**config.mk**
```make
export PLATFORM = sky130hd
export DESIGN_NAME = rlme_exec
export DESIGN_NICKNAME = d
export VERILOG_FILES = /design/src/core/rlme_pkg.sv /design/src/core/rlme_rotate_unit.sv /design/src/core/rlme_exec.sv
export SDC_FILE = /design/constraint.sdc
export NUM_CORES = 1
export LEC_CHECK = 0
export ABC_AREA = 1
export BUFFER_PORTS_ARGS = -buffer_cell sky130_fd_sc_hd__clkbuf_2
export CORE_MARGIN = 2
export CORE_UTILIZATION = 55
export CTS_CLUSTER_DIAMETER = 100
export CTS_CLUSTER_SIZE = 40
export DETAILED_ROUTE_END_ITERATION = 12
export GPL_TIMING_DRIVEN = 0
export PLACE_DENSITY_LB_ADDON = 0.1
export SYNTH_ARGS = -nofsm -noshare
export SYNTH_HDL_FRONTEND = slang
export SYNTH_HIERARCHICAL = 1
export SYNTH_SLANG_ARGS = --single-unit
```
**constraint.sdc**
```tcl
create_clock -name sys_clk -period 3.1 [get_ports sys_clk]
set_input_delay 0.465 -clock sys_clk [delete_from_list [all_inputs] [get_ports sys_clk]]
set_output_delay 0.465 -clock sys_clk [all_outputs]
set_load 0.01 [all_outputs]
```
**src/core/rlme_pkg.sv**
```systemverilog
/*
 * Shared constants and types of the left-rotate execution unit.
 * Assumes a byte-wide external memory with fixed-latency reads.
 */
package rlme_pkg;
	localparam logic [7:0] RLME_PFX_FIRST  = 8'hdd;
	localparam logic [7:0] RLME_PFX_SECOND = 8'hfd;
	localparam logic [7:0] RLME_PFX_BITOP  = 8'hcb;
	localparam logic [7:0] RLME_OP_RLC_MEM = 8'h06;
	localparam logic [7:0] RLME_OP_RL_MEM  = 8'h16;
	localparam logic [2:0] RLME_SEL_MEM    = 3'h6;
	localparam int         RLME_THRU_BIT   = 4;
	// Flag byte layout
	localparam int RLME_FLAG_S  = 7;
	localparam int RLME_FLAG_Z  = 6;
	localparam int RLME_FLAG_H  = 4;
	localparam int RLME_FLAG_PV = 2;
	localparam int RLME_FLAG_N  = 1;
	localparam int RLME_FLAG_C  = 0;
	// Register file index
	localparam logic [2:0] RLME_IDX_H = 3'h4;
	localparam logic [2:0] RLME_IDX_L = 3'h5;
	localparam logic [2:0] RLME_IDX_A = 3'h7;
	// Clock states per machine cycle
	localparam logic [2:0] RLME_T_FETCH    = 3'h4;
	localparam logic [2:0] RLME_T_DISP     = 3'h3;
	localparam logic [2:0] RLME_T_XFETCH   = 3'h5;
	localparam logic [2:0] RLME_T_IDX_READ = 3'h4;
	localparam logic [2:0] RLME_T_PTR_READ = 3'h4;
	localparam logic [2:0] RLME_T_WRITE    = 3'h3;
	localparam logic [15:0] RLME_PC_RESET  = 16'h0000;

	typedef enum logic [2:0] {
		PH_FETCH_FIRST,
		PH_FETCH_SECOND,
		PH_READ_DISP,
		PH_FETCH_XOP,
		PH_MEM_READ,
		PH_MEM_WRITE
	} rlme_phase_t;

	typedef struct packed {
		logic [15:0] addr;
		logic        rd;
		logic        wr;
		logic [7:0]  wdata;
	} rlme_bus_t;

	typedef struct packed {
		logic        load;
		logic [15:0] pc;
		logic [15:0] pointer_pair;
		logic [15:0] index_reg_first;
		logic [15:0] index_reg_second;
		logic [7:0]  acc;
		logic [7:0]  flags;
	} rlme_preset_t;

	typedef struct packed {
		logic        done;
		logic        busy;
		logic [7:0]  acc;
		logic [7:0]  flags;
		logic [15:0] pointer_pair;
		logic [15:0] pc;
	} rlme_status_t;
endpackage

```
**src/core/rlme_rotate_unit.sv**
```systemverilog
/*
 * Combinational left-rotate with flag generation.
 * Assumes the caller registers result and flags.
 */
`timescale 1ns/1ps
module rlme_rotate_unit (
	input  wire logic [7:0] operand,
	input  wire logic       thru_carry,
	input  wire logic [7:0] flags_in,
	output logic      [7:0] result,
	output logic      [7:0] flags_out
);
	import rlme_pkg::*;

	always_comb begin
		if (thru_carry) begin
			result = {operand[6:0], flags_in[RLME_FLAG_C]}; // RULE13
		end else begin
			result = {operand[6:0], operand[7]}; // RULE1
		end
		// Undefined flag bits keep their old value
		flags_out = flags_in;
		flags_out[RLME_FLAG_C]  = operand[7]; // RULE1
		flags_out[RLME_FLAG_S]  = result[7]; // RULE8
		flags_out[RLME_FLAG_Z]  = (result == 8'h00); // RULE9
		flags_out[RLME_FLAG_PV] = ~^result; // RULE10
		flags_out[RLME_FLAG_H]  = 1'b0; // RULE10
		flags_out[RLME_FLAG_N]  = 1'b0; // RULE10
	end
endmodule

```
**src/core/rlme_exec.sv**
```systemverilog
/*
 * Fetch, decode and execution of the bit-operation left rotates.
 * Assumes memory returns read data by the last clock state of a read cycle.
 */
// Overview of operation
// RULE1: Circular rotate shifts left, old bit 7 goes to bit 0 and carry.
// RULE2: First indexed form addresses first index register plus signed displacement.
// RULE3: Second indexed form addresses second index register plus signed displacement.
// RULE4: Indexed rotate takes six machine cycles, 23 states: 4,4,3,5,4,3.
// RULE5: First indexed form opens with prefix DD, then bit prefix, displacement, opcode.
// RULE6: Second indexed form opens with prefix FD, otherwise identical.
// RULE7: Indexed forms: third byte displacement, fourth opcode; 06 is circular rotate.
// RULE8: Sign flag follows result bit 7.
// RULE9: Zero flag set when the result is zero.
// RULE10: Parity flag set on even parity; half-carry and subtract cleared.
// RULE11: Rotate through carry accepts register, pointer pair and both indexed forms.
// RULE12: Bit prefix followed by 16 selects rotate through carry on pointer memory.
// RULE13: Through-carry rotate: old bit 7 to carry, old carry to bit 0.
// RULE14: Low three opcode bits pick B,C,D,E,H,L for 000-101, accumulator for 111.
// RULE15: Memory forms read the byte, rotate it, write it back to the same address.
`timescale 1ns/1ps
module rlme_exec #(
	parameter int TSTATE_DIV = 1
) (
	input  wire logic                  sys_clk,
	input  wire logic                  reset,
	input  wire rlme_pkg::rlme_preset_t preset,
	input  wire logic [7:0]            mem_rdata,
	output rlme_pkg::rlme_bus_t        mem_bus,
	output rlme_pkg::rlme_status_t     status
);
	import rlme_pkg::*;

	typedef struct packed {
		logic [7:0]      div_cnt;
		rlme_phase_t     phase;
		logic [2:0]      tcnt;
		logic            indexed;
		logic            second;
		logic [15:0]     pc;
		logic [15:0]     ix;
		logic [15:0]     iy;
		logic [7:0][7:0] gpr;
		logic [7:0]      flags;
		logic [7:0]      disp;
		logic [7:0]      opcode;
		logic [15:0]     ea;
		logic            done;
		rlme_bus_t       bus;
	} rlme_exec_state_t;

	rlme_exec_state_t s_reg;
	rlme_exec_state_t s_next;
	logic             tick;
	logic             last_t;
	logic [7:0]       rot_in;
	logic             rot_thru;
	logic [7:0]       rot_result;
	logic [7:0]       rot_flags;

	////////////////////////////////////////////////////////////////////////////
	function automatic logic [2:0] mcycle_len(input rlme_phase_t ph, input logic idx);
		case (ph)
			PH_FETCH_FIRST:  mcycle_len = RLME_T_FETCH;
			PH_FETCH_SECOND: mcycle_len = RLME_T_FETCH;
			PH_READ_DISP:    mcycle_len = RLME_T_DISP;
			PH_FETCH_XOP:    mcycle_len = RLME_T_XFETCH;
			PH_MEM_READ:     mcycle_len = idx ? RLME_T_IDX_READ : RLME_T_PTR_READ;
			PH_MEM_WRITE:    mcycle_len = RLME_T_WRITE;
			default:         mcycle_len = RLME_T_FETCH;
		endcase
	endfunction

	// Only 00-07 and 10-17 belong to this group
	function automatic logic is_rot_left(input logic [7:0] op);
		is_rot_left = (op[7:5] == 3'h0) && (op[3] == 1'b0);
	endfunction

	////////////////////////////////////////////////////////////////////////////
	assign tick   = (s_reg.div_cnt == 8'(TSTATE_DIV - 1));
	assign last_t = (s_reg.tcnt == mcycle_len(s_reg.phase, s_reg.indexed) - 3'h1); // RULE4

	// One rotator shared by register and memory forms
	always_comb begin
		if (s_reg.phase == PH_MEM_READ) begin
			rot_in   = mem_rdata;
			rot_thru = s_reg.opcode[RLME_THRU_BIT]; // RULE11
		end else begin
			rot_in   = s_reg.gpr[mem_rdata[2:0]]; // RULE14
			rot_thru = mem_rdata[RLME_THRU_BIT];
		end
	end

	rlme_rotate_unit u_rot (
		.operand    (rot_in),
		.thru_carry (rot_thru),
		.flags_in   (s_reg.flags),
		.result     (rot_result),
		.flags_out  (rot_flags)
	);

	////////////////////////////////////////////////////////////////////////////
	always_comb begin
		s_next      = s_reg;
		s_next.done = 1'b0;
		s_next.div_cnt = tick ? 8'h00 : s_reg.div_cnt + 8'h01;
		if (tick) begin
			s_next.tcnt = last_t ? 3'h0 : s_reg.tcnt + 3'h1;
			if (last_t) begin
				case (s_reg.phase)
					PH_FETCH_FIRST: begin
						s_next.pc = s_reg.pc + 16'h0001;
						if (mem_rdata == RLME_PFX_FIRST || mem_rdata == RLME_PFX_SECOND) begin
							s_next.indexed = 1'b1; // RULE5
							s_next.second  = (mem_rdata == RLME_PFX_SECOND); // RULE6
							s_next.phase   = PH_FETCH_SECOND;
						end else if (mem_rdata == RLME_PFX_BITOP) begin
							s_next.indexed = 1'b0;
							s_next.phase   = PH_FETCH_SECOND;
						end else begin
							// Other groups pass as a four-state no-op
							s_next.done = 1'b1;
						end
					end
					PH_FETCH_SECOND: begin
						s_next.pc = s_reg.pc + 16'h0001;
						if (s_reg.indexed) begin
							if (mem_rdata == RLME_PFX_BITOP) begin
								s_next.phase = PH_READ_DISP; // RULE5
							end else begin
								s_next.phase = PH_FETCH_FIRST;
								s_next.done  = 1'b1;
							end
						end else begin
							s_next.opcode = mem_rdata;
							s_next.phase  = PH_FETCH_FIRST;
							if (is_rot_left(mem_rdata) && mem_rdata[2:0] == RLME_SEL_MEM) begin
								s_next.ea    = {s_reg.gpr[RLME_IDX_H], s_reg.gpr[RLME_IDX_L]}; // RULE12
								s_next.phase = PH_MEM_READ;
							end else begin
								if (is_rot_left(mem_rdata)) begin
									s_next.gpr[mem_rdata[2:0]] = rot_result; // RULE14
									s_next.flags               = rot_flags;
								end
								s_next.done = 1'b1;
							end
						end
					end
					PH_READ_DISP: begin
						s_next.disp  = mem_rdata; // RULE7
						s_next.pc    = s_reg.pc + 16'h0001;
						s_next.phase = PH_FETCH_XOP;
					end
					PH_FETCH_XOP: begin
						s_next.opcode = mem_rdata; // RULE7
						s_next.pc     = s_reg.pc + 16'h0001;
						// Address add hides in the long fifth state
						s_next.ea = (s_reg.second ? s_reg.iy : s_reg.ix) // RULE2 RULE3
							+ {{8{s_reg.disp[7]}}, s_reg.disp};
						if (mem_rdata == RLME_OP_RLC_MEM || mem_rdata == RLME_OP_RL_MEM) begin
							s_next.phase = PH_MEM_READ; // RULE7 RULE11
						end else begin
							s_next.phase = PH_FETCH_FIRST;
							s_next.done  = 1'b1;
						end
					end
					PH_MEM_READ: begin
						s_next.bus.wdata = rot_result; // RULE15
						s_next.flags     = rot_flags;
						s_next.phase     = PH_MEM_WRITE;
					end
					PH_MEM_WRITE: begin
						s_next.phase = PH_FETCH_FIRST; // RULE15
						s_next.done  = 1'b1;
					end
					default: begin
						s_next.phase = PH_FETCH_FIRST;
					end
				endcase
			end
		end
		// Same address for read and write-back
		if (s_next.phase == PH_MEM_READ || s_next.phase == PH_MEM_WRITE) begin
			s_next.bus.addr = s_next.ea; // RULE15
		end else begin
			s_next.bus.addr = s_next.pc;
		end
		s_next.bus.rd = (s_next.phase != PH_MEM_WRITE);
		s_next.bus.wr = (s_next.phase == PH_MEM_WRITE);
		// Preset aborts any instruction in flight
		if (preset.load) begin
			s_next.phase                = PH_FETCH_FIRST;
			s_next.tcnt                 = 3'h0;
			s_next.div_cnt              = 8'h00;
			s_next.pc                   = preset.pc;
			s_next.ix                   = preset.index_reg_first;
			s_next.iy                   = preset.index_reg_second;
			s_next.gpr[RLME_IDX_H]      = preset.pointer_pair[15:8];
			s_next.gpr[RLME_IDX_L]      = preset.pointer_pair[7:0];
			s_next.gpr[RLME_IDX_A]      = preset.acc;
			s_next.flags                = preset.flags;
			s_next.bus.addr             = preset.pc;
			s_next.bus.rd               = 1'b1;
			s_next.bus.wr               = 1'b0;
			s_next.done                 = 1'b0;
		end
	end

	always_ff @(posedge sys_clk) begin
		if (reset) begin
			s_reg          <= '0;
			s_reg.phase    <= PH_FETCH_FIRST;
			s_reg.pc       <= RLME_PC_RESET;
			s_reg.bus.addr <= RLME_PC_RESET;
			s_reg.bus.rd   <= 1'b1;
		end else begin
			s_reg <= s_next;
		end
	end

	////////////////////////////////////////////////////////////////////////////
	assign mem_bus             = s_reg.bus;
	assign status.done         = s_reg.done;
	assign status.busy         = (s_reg.phase != PH_FETCH_FIRST);
	assign status.acc          = s_reg.gpr[RLME_IDX_A];
	assign status.flags        = s_reg.flags;
	assign status.pointer_pair = {s_reg.gpr[RLME_IDX_H], s_reg.gpr[RLME_IDX_L]};
	assign status.pc           = s_reg.pc;
endmodule

```
* Word-level counts from Yosys, hierarchy flattened *
Index checks and enable logic that the tools add are counted.

storage, ports and cells
  register bits = 195
  bits in latches = 0
  memory bits (writable) = 0
  ROM bits = 0
  input port bits = 91
  output and inout bits = 76
  word-level logic and storage cells = 139
  memories kept = 0

operators by class
  add/subtract/negate cells = 5
  multipliers = 0
  div/mod/pow operators = 0
  $lt $le $gt $ge = 2
  eq/ne operators = 21
  shifts and indexed selects = 0
  muxes and demuxes = 48
  bitwise logic cells = 5
  reductions and logical operators = 32

operators by type and width
  kind                     number
  $mux W72                 3
  $mux W105                2
  $mux W16                 5
  $bwmux W64               1
  $mux W64                 1
  $mux W56                 1
  $mux W24                 2
  $pmux W24 S2             1
  $mux W8                  5
  $mux W18                 2
  $bmux W8 S3              1
  $demux W8 S3             1
  $eq A8 B8 Y1 const B     3
  $mux W3                  7
  $reduce_and A6 Y1        3
  $add A16 B1 Y16 const B  1
  $add A16 B16 Y16         1
  $logic_not A8 Y1         2
  $pmux W8 S2              1
  $eq A3 B3 Y1 const B     5
  $pmux W3 S5              1
  $ne A3 B3 Y1 const B     4
  $reduce_and A4 Y1        3
  $reduce_bool A2 Y1       6
  25 further kinds         51

* Logic depth before layout (Yosys ltp) *
  depth after elaboration = 13
  gate-level depth with buffers = 19
  depth with buffers taken out = 18

* Cells and area by module *
Netlist, hierarchy kept.

modules (own cells, without submodules)
  module            instances  cells an instance  area an instance (um^2)  sequential area each (um^2)
  rlme_exec         1          1592               10550.1                  3763.6
  rlme_rotate_unit  1          51                 276.5                    0.0

* Least setup slack after synthesis *
No wires, ideal clock.

  kind = input port to flip-flop
  from = input mem_rdata[0]
  to = register s_reg (netlist bit status[34])
  setup time = 0.065 ns
  arrival = 2.590 ns
  required time = 3.035 ns
  slack = 0.445 ns
  stages on the path = 18
  path buffers = 1
  cells stage by stage = buf_2 -> nand2_1 -> nor2_1 -> inv_1 -> o21ai_0 -> a211oi_1 -> a22oi_1 -> inv_1 -> ha_1 -> inv_1 -> nand2_1 -> nand2_1 -> nand2_1 -> nand2_1 -> inv_1 -> o21ai_0 -> nor2_1 -> nor2_1

on the way
  elaborated cells between the ends (all ways) = 16
  those cells by class = 2 x eq/ne; 11 x mux; 3 x reduce/logical

RTL lines
  element                          line                    text
  start: declaration               rlme_exec.sv:28         input wire logic [7:0] mem_rdata,
  $bmux W8 S3 *                    rlme_exec.sv:89         rot_in = s_reg.gpr[mem_rdata[2:0]];
  $mux W8 (implied by the code) *  rlme_exec.sv:89
  $mux W8 *                        rlme_exec.sv:85         if (s_reg.phase == PH_MEM_READ) begin
  net rot_in[6]                    rlme_exec.sv:56         logic [7:0] rot_in;
  $reduce_xnor A8 Y1 *             rlme_rotate_unit.sv:26  flags_out[RLME_FLAG_PV] = ~^result;
  net rot_flags[2]                 rlme_exec.sv:59         logic [7:0] rot_flags;
  $mux W72                         rlme_exec.sv:141        if (is_rot_left(mem_rdata)) begin
  $mux W72                         rlme_exec.sv:137        if (is_rot_left(mem_rdata) && mem_rdata[2:0] == RLME_SEL_MEM) begin
  $mux W72                         rlme_exec.sv:127        if (s_reg.indexed) begin
  $pmux W8 S2 *                    rlme_exec.sv:110        case (s_reg.phase)
  $mux W105 *                      rlme_exec.sv:109        if (last_t) begin
  $mux W105 *                      rlme_exec.sv:107        if (tick) begin
  $mux W8 *                        rlme_exec.sv:191        if (preset.load) begin
  end signal: assignment           rlme_exec.sv:217        s_reg <= s_next;
  end: declaration                 rlme_exec.sv:52         rlme_exec_state_t s_reg;

Mark *: on every way through the listed nets, which the timed path passes. The rest lies on a longest branch. The select of a mux whose other input is x is not followed.
A chain may end at the register's enable or synchronous reset.

* Worst setup path after layout *
Ends and elaborated chain as after synthesis.

==> reports/summary.txt <==
status = finished, final reports clean
Starting Density = 0.558
post-CTS setup repair buffer count = 0
Post-synth EDFFs = 0
P per Cell Area = 438 nW/um^2
clk sinks = 188
RSZ-0062 raised after global routing = yes
reg-to-reg critical path startpoint = s_reg[184]
Clock Skew = 0.0118 ns
global route overflow = 0
DIE AREA = 20800 sq um
slew margin rel. = 0.264
Nets = 1944
post-CTS sizing = 2
Async SR Flop Fraction = 0
Max Fclk = 0.343 GHz
Distinct cells, synth = 52
Antenna diodes = 0
clock power share = 0.410
Bufs on Longest Clock Path = 2
worst hold path type = in -> reg
DRT antenna net count = 0
Logic pwr share = 0.129
max_cap viols = 0
number of synthesized register bits = 188
first-pass GRT wire length = 52300 um
WL per Instance = 16.1 um
share of layout cells above drive strength 1 = 0.184
fin. max-slew vios = 0
Die Y-Extent = 144 um
mapped cell area = 10800 sq um
fin crit period = 2.91 ns
Crit. Startpoint = mem_rdata[0]
total net switching power = 1.54 mW
post-synthesis sequential area ratio = 0.348
most numerous cell in the Yosys netlist = nand2_1
final setup fails = 0
largest net degree at the start of global routing = 18
total CTS buffers = 17
R2R depth = 18
Mapped Cells = 1643
Final Hold Fails = 0
IO Pins = 167
CP endpoint = status[34]
Post-DP HPWL = 26500 um
startpoint types = input pin
Layout Cells excl Fill = 2107
Root Buffer = clkbuf_16
synth top area cells = dfxtp_1 35%, nand2_1 14%, inv_1 8.4%
Core Area = 19400 sq um
Peak VDD IR = 0.413 mV
ratio of routed vias to standard cells = 5.28
sw frac = 0.279
Worst-Margin Slew = 1.10 ns
RD Place Congestion = 0.991
Final Cycle Share = 0.939
Fin Setup TNS = 0 ns
LEAKAGE = 6.18 nW
internal power = 3.98 mW
H-tree depth = 4
flop2flop setup slack = 0.21 ns
CP required = 3.48 ns
Critical Path AT = 3.30 ns
clk_lat worst skew = 0.44 ns
r2r endpoint = status[34]
crit-path max FO = 10
clock-pin transition on the worst setup and hold timing paths = 0.08 ns
antenna violations before repair = 0
crit end category = register
Layout Area Growth over Synthesis = 16.5%
ys flop type = dfxtp_1
Syn Area/Cell = 6.59 sq um
top cells by count, synth = 398 x nand2_1, 243 x inv_1, 188 x dfxtp_1
final wirelength = 34000 um
initial drt markers = 898
gr usage total = 0.329
row cnt = 51
vias = 11.1k
Die Wd = 144 um
CTS tree = yes
drt first pass iters = 5
cts hold-fix bufs = 0
Crit Path Class = in -> reg
port buffer count = 166
DRC violations left = 0
share of the synthesized area in the top cell type = 0.348
vias in the first global route = 9818
synth warn = 6
Sequential Power Share = 0.462
leading area contributor after synthesis = dfxtp_1
placed insts = 2075
max reg flops = 113
-- final cells by class --
cell class / count / area [sq um]
Fill cell: 1915 / 6790
Buffer: 143 / 923
Tap cell: 265 / 332
Clock buffer: 19 / 433
Sequential cell: 188 / 3760
Timing Repair Buffer: 166 / 831
Multi-Input combinational cell: 1062 / 5240
Inverter: 251 / 942
Clock inverter: 13 / 154
-- worst max-delay path: stages --
cell and delay (ns):
clkbuf_2 0.08, buf_2 0.23, nand2_1 0.23, nor2_4 0.33, inv_1 0.10, o21ai_0 0.22, a211oi_1 0.10, a22oi_2 0.34
inv_1 0.09, ha_1 0.32, inv_1 0.08, nand2_1 0.06, nand2_1 0.06, nand2_1 0.04, nand2_1 0.12, inv_1 0.08
o21ai_0 0.16, nor2_1 0.06, nor2_1 0.10
-- power by group through the flow --
stage / Clock (mW) / Sequential, mW / Combinational, mW
after global routing: 2.37 / 2.56 / 0.788
after floorplan: 0 / 2.58 / 0.439
final: 2.26 / 2.55 / 0.711
after detailed placement: 0 / 2.61 / 0.693
after CTS: 2.27 / 2.55 / 0.697
after global placement: 0 / 2.60 / 0.682
-- through the flow --
step / utilization / hold WS, ns / setup slack, ns / power, mW / area [sq um]
2_1_floorplan: - / 0.403 / 0.445 / 3.02 / 10800
3_3_place_gp: 0.618 / 0.420 / -0.719 / 3.29 / 12000
3_5_place_dp: 0.618 / 0.425 / -0.712 / 3.30 / 12000
4_1_cts: 0.649 / 0.215 / -0.0784 / 5.52 / 12600
5_1_grt: 0.650 / 0.228 / -0.0834 / 5.72 / 12600
6_report: 0.650 / 0.221 / 0.188 / 5.53 / 12600
-- kinds of logic (layout without fill, tap and decap cells) --
logic type,count (synthesis),count (layout),share of synthesized area
AO/OA/AOI/OAI,317,317,0.172
XOR/XNOR,3,3,0.00243
adder cells (fa/ha/maj),24,24,0.0284
buffers and inverters,394,592,0.172
flip-flops,188,188,0.348
other,1,2,0.000346
AND/OR/NAND/NOR,716,716,0.278
-- worst min-delay path by stage --
stage,slack (ns),depth (start not counted),startpoint,end
2_1_floorplan,0.40,2,s_reg[119],s_reg[119]
3_3_place_gp,0.42,2,s_reg[120],s_reg[120]
3_5_place_dp,0.43,2,s_reg[117],s_reg[117]
4_1_cts,0.21,3,preset[41],s_reg[156]
5_1_grt,0.23,3,preset[40],s_reg[155]
6_report,0.22,3,preset[41],s_reg[156]
-- cells in the final DEF (no fill, tap or decap), types with 16 or more instances in the layout --
cell type | Yosys | final
nand3_1 | 84 | 84
ha_1 | 23 | 23
nand4_1 | 17 | 17
dfxtp_1 | 188 | 188
o21ai_0 | 144 | 143
clkbuf_16 | 0 | 17
clkbuf_1 | 34 | 32
nand2_1 | 398 | 398
a21oi_1 | 86 | 86
buf_4 | 89 | 89
a22o_1 | 16 | 16
inv_1 | 243 | 242
nor2_1 | 173 | 170
clkbuf_2 | 0 | 169
-- per-layer routing --
| layer | part of all wire | wire length, um | up-vias | track usage |
|---|---|---|---|---|
| met5 | 0 | 0 | - | 0 |
| li1 | - | - | 5552 | - |
| met2 | 0.44 | 15000 | 471 | 0.512 |
| met4 | 0.024 | 818 | 0 | 0.109 |
| met1 | 0.45 | 15400 | 5038 | 0.464 |
| met3 | 0.083 | 2810 | 69 | 0.0550 |
Power figures use the tool's default switching activity.
